==> src/checksum_pkg.sv <==
package checksum_pkg;

    ////////////////////////////////////////////////////////////////////////////////
    // Widths.
    localparam int WORD_W   = 14;
    localparam int SUM_W    = 16;
    localparam int ADDR_W   = 13;
    localparam int FOLD_W   = 7;
    localparam int NIBBLE_W = 4;

    ////////////////////////////////////////////////////////////////////////////////
    // Highest program address of each memory size.
    localparam logic [ADDR_W-1:0] TOP_2K = 13'h07ff;
    localparam logic [ADDR_W-1:0] TOP_4K = 13'h0fff;
    localparam logic [ADDR_W-1:0] TOP_8K = 13'h1fff;

    ////////////////////////////////////////////////////////////////////////////////
    // Configuration word masks and the constant term of the folding family.
    localparam logic [WORD_W-1:0] MASK_STD   = 14'h3f7f;
    localparam logic [WORD_W-1:0] MASK_FOLD  = 14'h003f;
    localparam logic [WORD_W-1:0] MASK_DISP  = 14'h3f3f;
    localparam logic [SUM_W-1:0]  FOLD_CONST = 16'h3f80;
    localparam logic [SUM_W-1:0]  SUM_ZERO   = 16'h0000;
    localparam logic [ADDR_W-1:0] ADDR_ZERO  = 13'h0000;

    ////////////////////////////////////////////////////////////////////////////////
    // Families, protection levels and engine states.
    typedef enum logic [1:0] {
        FAM_STD_2K  = 2'b00,
        FAM_FOLD_4K = 2'b01,
        FAM_DISP_4K = 2'b10,
        FAM_WIDE_8K = 2'b11
    } family_t;

    typedef enum logic [1:0] {
        PROT_OFF     = 2'b00,
        PROT_HALF    = 2'b01,
        PROT_UPPER3Q = 2'b10,
        PROT_ALL     = 2'b11
    } protect_t;

    typedef enum logic {
        ST_IDLE = 1'b0,
        ST_RUN  = 1'b1
    } state_t;

endpackage : checksum_pkg

==> src/checksum_engine.sv <==
// What this block does
// - The result is the sum of all terms of the chosen formula kept to 16 bits.
// - A plain range term adds every program word from start to end address inclusive.
// - A folded range term adds, per word, the XNOR of its upper and lower seven bits.
// - The identifier term packs the low nibble of each of four ID words, ID zero on top.
// - Standard 2K with protection off sums words 0x000 to 0x7FF plus config AND 0x3F7F.
// - Partly protected standard parts sum only the unprotected low range plus config and ID.
// - Fully protected standard parts add no words, only masked config plus packed ID.
// - The older 4K family masks config with 0x003F, adds 0x3F80 and folds protected words.
// - The display 4K family masks config with 0x3F3F, range choice as the standard parts.
// - The 8K family protected from 0x800 up sums words 0x0000 to 0x07FF plus config and ID.
// - A pattern of 0x25E6 at address zero and top gives 0x034D on 2K with protection off.
`timescale 1ns/1ps

module checksum_engine (
    input  wire logic                       clk_sys_i,
    input  wire logic                       rst_n_i,
    input  wire logic                       start_i,
    input  wire checksum_pkg::family_t      family_i,
    input  wire checksum_pkg::protect_t     protect_i,
    input  wire logic [13:0]                configuration_word_i,
    input  wire logic [13:0]                identifier_word_zero_i,
    input  wire logic [13:0]                identifier_word_one_i,
    input  wire logic [13:0]                identifier_word_two_i,
    input  wire logic [13:0]                identifier_word_three_i,
    input  wire logic [13:0]                word_i,
    input  wire logic                       word_valid_i,
    output logic      [12:0]                word_addr_o,
    output logic                            busy_o,
    output logic                            done_o,
    output logic      [15:0]                checksum_o
);

    ////////////////////////////////////////////////////////////////////////////////
    // Registers.
    checksum_pkg::state_t  state_r,     state_nxt;
    logic                  busy_r,      busy_nxt;
    logic                  fold_r,      fold_nxt;
    logic                  plain_en_r,  plain_en_nxt;
    logic [12:0]           plain_end_r, plain_end_nxt;
    logic [12:0]           last_r,      last_nxt;
    logic [12:0]           addr_r,      addr_nxt;
    logic [15:0]           acc_r,       acc_nxt;
    logic [15:0]           checksum_r,  checksum_nxt;
    logic                  done_r,      done_nxt;

    ////////////////////////////////////////////////////////////////////////////////
    // Start-time decode of the formula.
    logic [12:0]           top_s;
    logic [13:0]           mask_s;
    logic                  fold_s;
    logic                  plain_en_s;
    logic [12:0]           plain_end_s;
    logic [12:0]           last_s;
    logic                  skip_s;
    logic [15:0]           id_term;
    logic [15:0]           fixed_s;

    always_comb begin
        case (family_i)
            checksum_pkg::FAM_STD_2K: begin
                top_s  = checksum_pkg::TOP_2K;
                mask_s = checksum_pkg::MASK_STD;
            end
            checksum_pkg::FAM_FOLD_4K: begin
                top_s  = checksum_pkg::TOP_4K;
                mask_s = checksum_pkg::MASK_FOLD;
            end
            checksum_pkg::FAM_DISP_4K: begin
                top_s  = checksum_pkg::TOP_4K;
                mask_s = checksum_pkg::MASK_DISP;
            end
            checksum_pkg::FAM_WIDE_8K: begin
                top_s  = checksum_pkg::TOP_8K;
                mask_s = checksum_pkg::MASK_DISP;
            end
            default: begin
                top_s  = checksum_pkg::TOP_2K;
                mask_s = checksum_pkg::MASK_STD;
            end
        endcase

        fold_s = (family_i == checksum_pkg::FAM_FOLD_4K);

        // Protection removes the upper half or three quarters of the plain range.
        case (protect_i)
            checksum_pkg::PROT_OFF:     plain_end_s = top_s;
            checksum_pkg::PROT_HALF:    plain_end_s = top_s >> 1;
            checksum_pkg::PROT_UPPER3Q: plain_end_s = top_s >> 2;
            default:                    plain_end_s = checksum_pkg::ADDR_ZERO;
        endcase
        plain_en_s = (protect_i != checksum_pkg::PROT_ALL);
        last_s     = fold_s ? top_s : plain_end_s;
        skip_s     = !fold_s && !plain_en_s;

        id_term = {identifier_word_zero_i[3:0], identifier_word_one_i[3:0],
                   identifier_word_two_i[3:0], identifier_word_three_i[3:0]};

        fixed_s = {2'b00, configuration_word_i & mask_s};
        if (fold_s) begin
            fixed_s = fixed_s + checksum_pkg::FOLD_CONST;
        end else if (protect_i != checksum_pkg::PROT_OFF) begin
            fixed_s = fixed_s + id_term;
        end
    end

    ////////////////////////////////////////////////////////////////////////////////
    // Per-word term.
    logic [6:0]            folded;
    logic [15:0]           term;
    logic                  take;
    logic                  is_last;

    xnor_fold u_fold (
        .word_i   (word_i),
        .folded_o (folded)
    );

    always_comb begin
        take    = (state_r == checksum_pkg::ST_RUN) && word_valid_i;
        is_last = (addr_r == last_r);
        if (plain_en_r && (addr_r <= plain_end_r)) begin
            term = {2'b00, word_i};
        end else if (fold_r) begin
            term = {9'h000, folded};
        end else begin
            term = checksum_pkg::SUM_ZERO;
        end
    end

    ////////////////////////////////////////////////////////////////////////////////
    // Sequencing.
    always_comb begin
        state_nxt     = state_r;
        busy_nxt      = busy_r;
        fold_nxt      = fold_r;
        plain_en_nxt  = plain_en_r;
        plain_end_nxt = plain_end_r;
        last_nxt      = last_r;
        addr_nxt      = addr_r;
        acc_nxt       = acc_r;
        checksum_nxt  = checksum_r;
        done_nxt      = 1'b0;
        if (start_i) begin
            fold_nxt      = fold_s;
            plain_en_nxt  = plain_en_s;
            plain_end_nxt = plain_end_s;
            last_nxt      = last_s;
            addr_nxt      = checksum_pkg::ADDR_ZERO;
            acc_nxt       = fixed_s;
            if (skip_s) begin
                checksum_nxt = fixed_s;
                done_nxt     = 1'b1;
                state_nxt    = checksum_pkg::ST_IDLE;
                busy_nxt     = 1'b0;
            end else begin
                state_nxt = checksum_pkg::ST_RUN;
                busy_nxt  = 1'b1;
            end
        end else begin
            case (state_r)
                checksum_pkg::ST_IDLE: begin
                    busy_nxt = 1'b0;
                end
                checksum_pkg::ST_RUN: begin
                    if (take) begin
                        // Plain 16-bit wrap; this is what yields 0x034D for the pattern.
                        acc_nxt = acc_r + term;
                        if (is_last) begin
                            checksum_nxt = acc_r + term;
                            done_nxt     = 1'b1;
                            state_nxt    = checksum_pkg::ST_IDLE;
                            busy_nxt     = 1'b0;
                        end else begin
                            addr_nxt = addr_r + 13'h0001;
                        end
                    end
                end
                default: begin
                    state_nxt = checksum_pkg::ST_IDLE;
                    busy_nxt  = 1'b0;
                end
            endcase
        end
    end

    always_ff @(posedge clk_sys_i) begin
        if (!rst_n_i) begin
            state_r     <= checksum_pkg::ST_IDLE;
            busy_r      <= 1'b0;
            fold_r      <= 1'b0;
            plain_en_r  <= 1'b0;
            plain_end_r <= checksum_pkg::ADDR_ZERO;
            last_r      <= checksum_pkg::ADDR_ZERO;
            addr_r      <= checksum_pkg::ADDR_ZERO;
            acc_r       <= checksum_pkg::SUM_ZERO;
            checksum_r  <= checksum_pkg::SUM_ZERO;
            done_r      <= 1'b0;
        end else begin
            state_r     <= state_nxt;
            busy_r      <= busy_nxt;
            fold_r      <= fold_nxt;
            plain_en_r  <= plain_en_nxt;
            plain_end_r <= plain_end_nxt;
            last_r      <= last_nxt;
            addr_r      <= addr_nxt;
            acc_r       <= acc_nxt;
            checksum_r  <= checksum_nxt;
            done_r      <= done_nxt;
        end
    end

    assign word_addr_o = addr_r;
    assign busy_o      = busy_r;
    assign done_o      = done_r;
    assign checksum_o  = checksum_r;
endmodule : checksum_engine

==> src/xnor_fold.sv <==
`timescale 1ns/1ps

module xnor_fold (
    input  wire logic [13:0] word_i,
    output logic      [6:0]  folded_o
);

    // Upper seven bits XNOR lower seven bits.
    always_comb begin
        folded_o = ~(word_i[13:7] ^ word_i[6:0]);
    end

endmodule : xnor_fold

==> config.mk <==
export PLATFORM = sky130hd
export DESIGN_NAME = checksum_engine
export DESIGN_NICKNAME = d
export VERILOG_FILES = /design/src/checksum_pkg.sv /design/src/checksum_engine.sv /design/src/xnor_fold.sv
export SDC_FILE = /design/constraint.sdc
export NUM_CORES = 1
export LEC_CHECK = 0
export ABC_CLOCK_PERIOD_IN_PS = 5700
export BUFFER_PORTS_ARGS = -buffer_cell sky130_fd_sc_hd__buf_2
export CAP_MARGIN = 0
export CORE_ASPECT_RATIO = 0.9
export CORE_UTILIZATION = 35
export CTS_CLUSTER_DIAMETER = 60
export DETAILED_ROUTE_END_ITERATION = 7
export HOLD_SLACK_MARGIN = 0.05
export PLACE_DENSITY = 0.58
export SLEW_MARGIN = 20
export SYNTH_ARGS = -nofsm -noshare
export SYNTH_HDL_FRONTEND = slang
export SYNTH_SLANG_ARGS = --single-unit
==> constraint.sdc <==
create_clock -name clk_sys_i -period 5.7 [get_ports clk_sys_i]
set_clock_uncertainty 0.2 [all_clocks]
set_input_delay 0.285 -clock clk_sys_i [delete_from_list [all_inputs] [get_ports clk_sys_i]]
set_output_delay 0.285 -clock clk_sys_i [all_outputs]
set_load 0.02 [all_outputs]
==> results of run 1 <==
## state kept, by name (all words and copies together), names as in the netlist
register	cells
acc_r	16
busy_o	1
checksum_o	16
done_o	1
fold_r	1
last_r	5
plain_en_r	1
plain_end_r	5
state_r	1
word_addr_o	13
## area by class of cell
cell class,count,area (um^2),area share
Timing Repair Buffer,84,428,0.0779
Sequential cell,60,1200,0.219
Multi-Input combinational cell,497,3280,0.596
Tap cell,164,205,0.0373
Clock buffer,10,229,0.0417
Clock inverter,6,63.8,0.0116
Inverter,24,90.1,0.0164
## critical path: stages (launching register included)
cell	delay, ns
dfxtp_1	0.31
inv_1	0.22
ha_1	0.30
and4_1	0.24
a41o_1	0.23
a41o_1	0.32
buf_4	0.22
or4b_2	0.61
nand3_1	0.15
ha_1	0.31
o21a_1	0.21
a21oi_1	0.27
a21oi_1	0.21
a311oi_1	0.39
xnor2_1	0.11
a22oi_1	0.28
a21oi_1	0.13
## logic make-up (layout without fill, tap and decap cells)
group                    after synthesis  in the layout  share of synthesized area
adder cells (fa/ha/maj)               44             44                      0.121
XOR/XNOR                              34             34                     0.0637
AND/OR/NAND/NOR                      229            229                      0.239
multiplexers                          11             11                     0.0241
flip-flops                            60             60                      0.257
AO/OA/AOI/OAI                        179            179                      0.253
buffers and inverters                 49            124                     0.0418
## layer usage
layer	vias to the layer above	track usage	share of wire
met2	128	0.308	0.45
met5	-	0	0
met1	2149	0.276	0.48
met4	0	0.0610	0.018
met3	19	0.0441	0.056
li1	2358	-	-
## where the power goes
group,total [mW],switching (mW),leakage (nW),internal (mW)
sequential,0.462,0.0174,0.491,0.445
clock,0.546,0.208,0.139,0.338
combinational,0.353,0.213,1.85,0.140
total,1.36,0.438,2.48,0.923
## worst paths after layout
| check | endpoint | cells after the start |
|---|---|---|
| worst max-delay path | acc_r[12] | 16 |
| worst min-delay path | plain_end_r[12] | 3 |
| worst max register to register | acc_r[12] | 16 |
| worst min register to register | plain_end_r[12] | 2 |
## placed cells by master (no fill, tap or decap), types with 3 or more instances in the layout
cell / instances
nand4_1: 9
o211ai_1: 5
buf_4: 3
nand2b_1: 5
dfxtp_1: 60
and2_1: 14
ha_1: 42
or3_1: 4
xor2_1: 15
nor3_1: 15
a211oi_1: 10
a31oi_1: 9
mux2i_1: 9
o22ai_1: 4
inv_1: 23
nor2b_1: 9
clkbuf_16: 9
nor2_1: 55
or4b_2: 7
o31ai_1: 3
buf_2: 81
nand2_1: 68
a41o_1: 4
o21ai_0: 37
nand3_1: 27
a21oi_1: 52
xnor2_1: 19
o21a_1: 9
a21o_1: 17
and3_1: 4
## stage by stage
| stage | area [um^2] | power [mW] |
|---|---|---|
| finish | 5490 | 1.36 |
| detailed placement | 5200 | 0.821 |
| CTS | 5490 | 1.37 |
| floorplan | 4670 | 0.719 |
| global placement | 5200 | 0.813 |
| global route | 5490 | 1.43 |
==> impl_metrics.ini, run 1 <==
[clock_tree]
clock_latency_ns = 0.33
cts-root-buf = clkbuf_16
clock_path_buffers = 2
cts_tree = yes
cts-buffers-inserted = 9
clock-sinks = 60
cts_setup_buffers = 0
cts_resized = 0
clkTransAtPathRegs_ns = 0.06
cts_hold_buf = 0
cts.htree.levels = 3

[placement]
dp_slack_ns = 0.903
dp_hpwl_mm = 10.2
io_buffers = 81
globalplace.congestion = 0.914
place_inst = 829

[timing]
tns_ns = 0
maxSlewViolCount = 0
fin_hold_ws_ns = 0.135
min_period_over_period = 0.851
hold_viol = 0
setup_ws_ns = 0.847
rsz0062_at_grt = false
tightest_slew_ns = 0.961
fin_crit_ns = 4.85
timing.fmax_mhz = 206
finalSetupViolations = 0
max_slew_margin = 0.359

[worst_hold_path]
min_path_type = input port to flip-flop
worstHoldStart = family_i[0]

[detailed_routing]
drc = 0
wl_per_cell_um = 15.7
first_iter_violations = 294
firstDrtPassIters = 5
vias = 4654
wl_mm = 13.2
vias_per_cell = 5.51
ant_nets = 0

[synth]
synth_edf_count = 0
synth_fp_nets = 742
syn_area_um2 = 4670
synth_area_leaders = dfxtp_1 (26%), ha_1 (11%), a21oi_1 (5.6%), nand2_1 (5.5%), nor2_1 (4.4%)
synth.top_cells.by_count = nand2_1 (68), dfxtp_1 (60), nor2_1 (55)
synth_top_cell_area_share = 0.257
ys.warnings.count = 0
synth_top_cell_by_area = dfxtp_1
synthArstFlopShare = 0
synth_flop_cell = dfxtp_1
yosysMostFrequentCell = nand2_1
avgSynthCellArea_um2 = 7.71
ys_types = 64
seq_area_frac_synth = 0.257
syn-instance-count = 606
synth-seq-cells = 60

[outcome]
status = finished, final reports clean

[setup_path]
crit_fanout = 15
crit_path_end_kind = flip-flop
crit_arrival_ns = 4.84
worst_ep_required_time_ns = 5.69
crit_path_start_kind = flip-flop
rrSetupSlack_ns = 0.85
path_class = flip-flop to flip-flop
reg2reg_from = plain_end_r[8]
crit_start = plain_end_r[8]

[floorplanning]
start_util = 0.364
die_area_um2 = 13800
ios = 123
core_um2 = 12800
die_h_um = 112
rows = 39
die_w_um = 124

[finish]
fin_nets = 812
fillers = 1310
insertedDiodeCount = 0
drive_above_1_share = 0.173
finalNonFillerCells = 845
post-route-util = 0.428
syn_to_final_growth_pct = 17.6

[global_routing]
grt_pass1_wl_mm = 21.7
antenna_found_initial = 0
grt_pass1_vias = 4362
grt_use_total = 0.200
overflow = 0
grt_max_degree = 38

[run]
maxCapViolCount = 0

[pwr]
leakage_nw = 2.48
power.density_nw_per_um2 = 248
ir_worst_vdd_mv = 0.156
No activity file was read; power rests on OpenSTA's default activity.
==> run 2, diff against run 1 <==
CELL_PAD_IN_SITES_DETAIL_PLACEMENT = 2   (was default)
CELL_PAD_IN_SITES_GLOBAL_PLACEMENT = 2   (was default)
CORE_UTILIZATION = 30   (was 35)
PLACE_DENSITY = 0.82   (was 0.58)
==> impl_metrics.ini, run 2 (synthesis gave the netlist of run 1 again) <==
[timing]
max_slew_margin = 0.368
min_period_over_period = 0.920
fin_crit_ns = 5.25
tns_ns = 0
hold_viol = 0
finalSetupViolations = 0
timing.fmax_mhz = 191
maxSlewViolCount = 0
rsz0062_at_grt = false
tightest_slew_ns = 0.924

[clock_tree]
clkTransAtPathRegs_ns = 0.05
cts_hold_buf = 0
cts-root-buf = clkbuf_16
clock_path_buffers = 2
clock-sinks = 60
cts_resized = 0
cts_setup_buffers = 0
cts_tree = yes
clock_latency_ns = 0.33
cts.htree.levels = 3
cts-buffers-inserted = 9

[setup_path]
crit_arrival_ns = 5.23
path_class = flip-flop to flip-flop
crit_path_max_incr_delay_ns = 0.63
crit_path_start_kind = flip-flop
cp_common_cell = a21oi_1
crit_path_end_kind = flip-flop
worst_ep_required_time_ns = 5.68
crit_fanout = 21
crit_chain = inv_1 > ha_1 > nor2b_1 > o21a_1 > o21a_1 > o211ai_1 > a41o_1 > or4b_2 > nand3_1 > ha_1 > fa_1 > a211o_1 > a21oi_1 > a21oi_1 > a311oi_1 > xnor2_1 > a22oi_1 > a21oi_1
critPathSlowestCell = a41o_1

[placement]
io_buffers = 81
globalplace.congestion = 0.865
dp_hpwl_mm = 13.1
place_inst = 862

[floorplanning]
start_util = 0.312
die_area_um2 = 16100
die_h_um = 120
rows = 42
die_w_um = 134
ios = 123
core_um2 = 15000

[pwr]
combPwrFrac = 0.261
p_clk_frac = 0.413
power.density_nw_per_um2 = 257
sequentialPowerShare = 0.326
ir_worst_vdd_mv = 0.154
p_int_mw = 0.984
leakage_nw = 2.49
switching_share = 0.310
netSwitchingPower_mw = 0.441

[finish]
syn_to_final_growth_pct = 18.8
insertedDiodeCount = 0
most-common-layout-cells = buf_2 (81), nand2_1 (68), dfxtp_1 (60)
fin_nets = 811
final_common_cell = buf_2
finalNonFillerCells = 875
drive_above_1_share = 0.171

[global_routing]
grt_pass1_vias = 5483
antenna_found_initial = 0
overflow = 0
grt_pass1_wl_mm = 28.0
grt_use_total = 0.223
grt_max_degree = 38

[detailed_routing]
drc = 0
wl_mm = 17.3
wl_met2_mm = 8.97
first_iter_violations = 180
ant_nets = 0
top_layer_used = met4
vias = 4900
wl_met1_mm = 7.25
wl_per_cell_um = 19.8
vias_per_cell = 5.60
firstDrtPassIters = 4
wl_met3_um = 585

[worst_hold_path]
min_path_type = input port to flip-flop

[run]
maxCapViolCount = 0

[outcome]
status = finished, final reports clean
run 2: changes by cell type in the layout (fill, tap and decap cells not counted):
cell	previous run	this run
clkinv_2	2	0
clkbuf_8	0	2
clkbuf_1	1	0
buf_4	3	2
clkinvlp_4	2	0
a21oi_2	0	1
bufinv_16	1	2
a21oi_1	52	51
inv_6	1	0
run 2: final timing paths:
path / start / end / slack, ns / cells past startpoint
worst min register to register: acc_r[8] / acc_r[8] / 0.26 / 2
worst max-delay path: plain_end_r[8] / acc_r[12] / 0.45 / 18
worst min-delay path: family_i[0] / plain_end_r[12] / 0.14 / 3
worst max register to register: plain_end_r[8] / acc_r[12] / 0.45 / 18
run 2: cell type report:
cell class                 instances  area (um^2)
inverter                          24         90.1
multi-input combinational        497         3280
clock buffer                      11          253
timing repair buffer              83          420
clock inverter                     2         60.1
tap                              198          248
sequential                        60         1200
fill                            1754         9420
run 2: per-layer routing:
layer | vias up | global-route usage
met2 | 102 | 0.419
li1 | 2343 | -
met1 | 2419 | 0.244
met4 | 0 | 0.0859
met3 | 36 | 0.0474
met5 | - | 0
run 2: metrics by stage:
step | power [mW] | setup slack (ns) | cell area [um^2] | hold WS [ns] | utilization
after floorplan | 0.719 | 1.47 | 4670 | 0.214 | -
after global placement | 0.815 | 0.807 | 5240 | 0.255 | 0.350
after detailed placement | 0.838 | 0.609 | 5240 | 0.260 | 0.350
after CTS | 1.44 | 0.447 | 5550 | 0.140 | 0.371
after global routing | 1.49 | 0.118 | 5550 | 0.147 | 0.371
final | 1.43 | 0.454 | 5550 | 0.145 | 0.371
run 2: power by group through the flow:
| stage | logic (mW) | registers, mW | clock network [mW] |
|---|---|---|---|
| after floorplan | 0.244 | 0.475 | 0 |
| after global placement | 0.343 | 0.472 | 0 |
| after detailed placement | 0.364 | 0.473 | 0 |
| after CTS | 0.372 | 0.465 | 0.599 |
| after global routing | 0.410 | 0.467 | 0.616 |
| final | 0.371 | 0.465 | 0.589 |
run 2: worst max-delay path, delay by kind of cell (launching register included):
family,cells,cell delay (ns)
compound gates,10,2.62
xor+xnor,1,0.16
fa+ha+maj,3,1.02
buf+inv,1,0.25
flops,1,0.31
simple gates,3,0.53
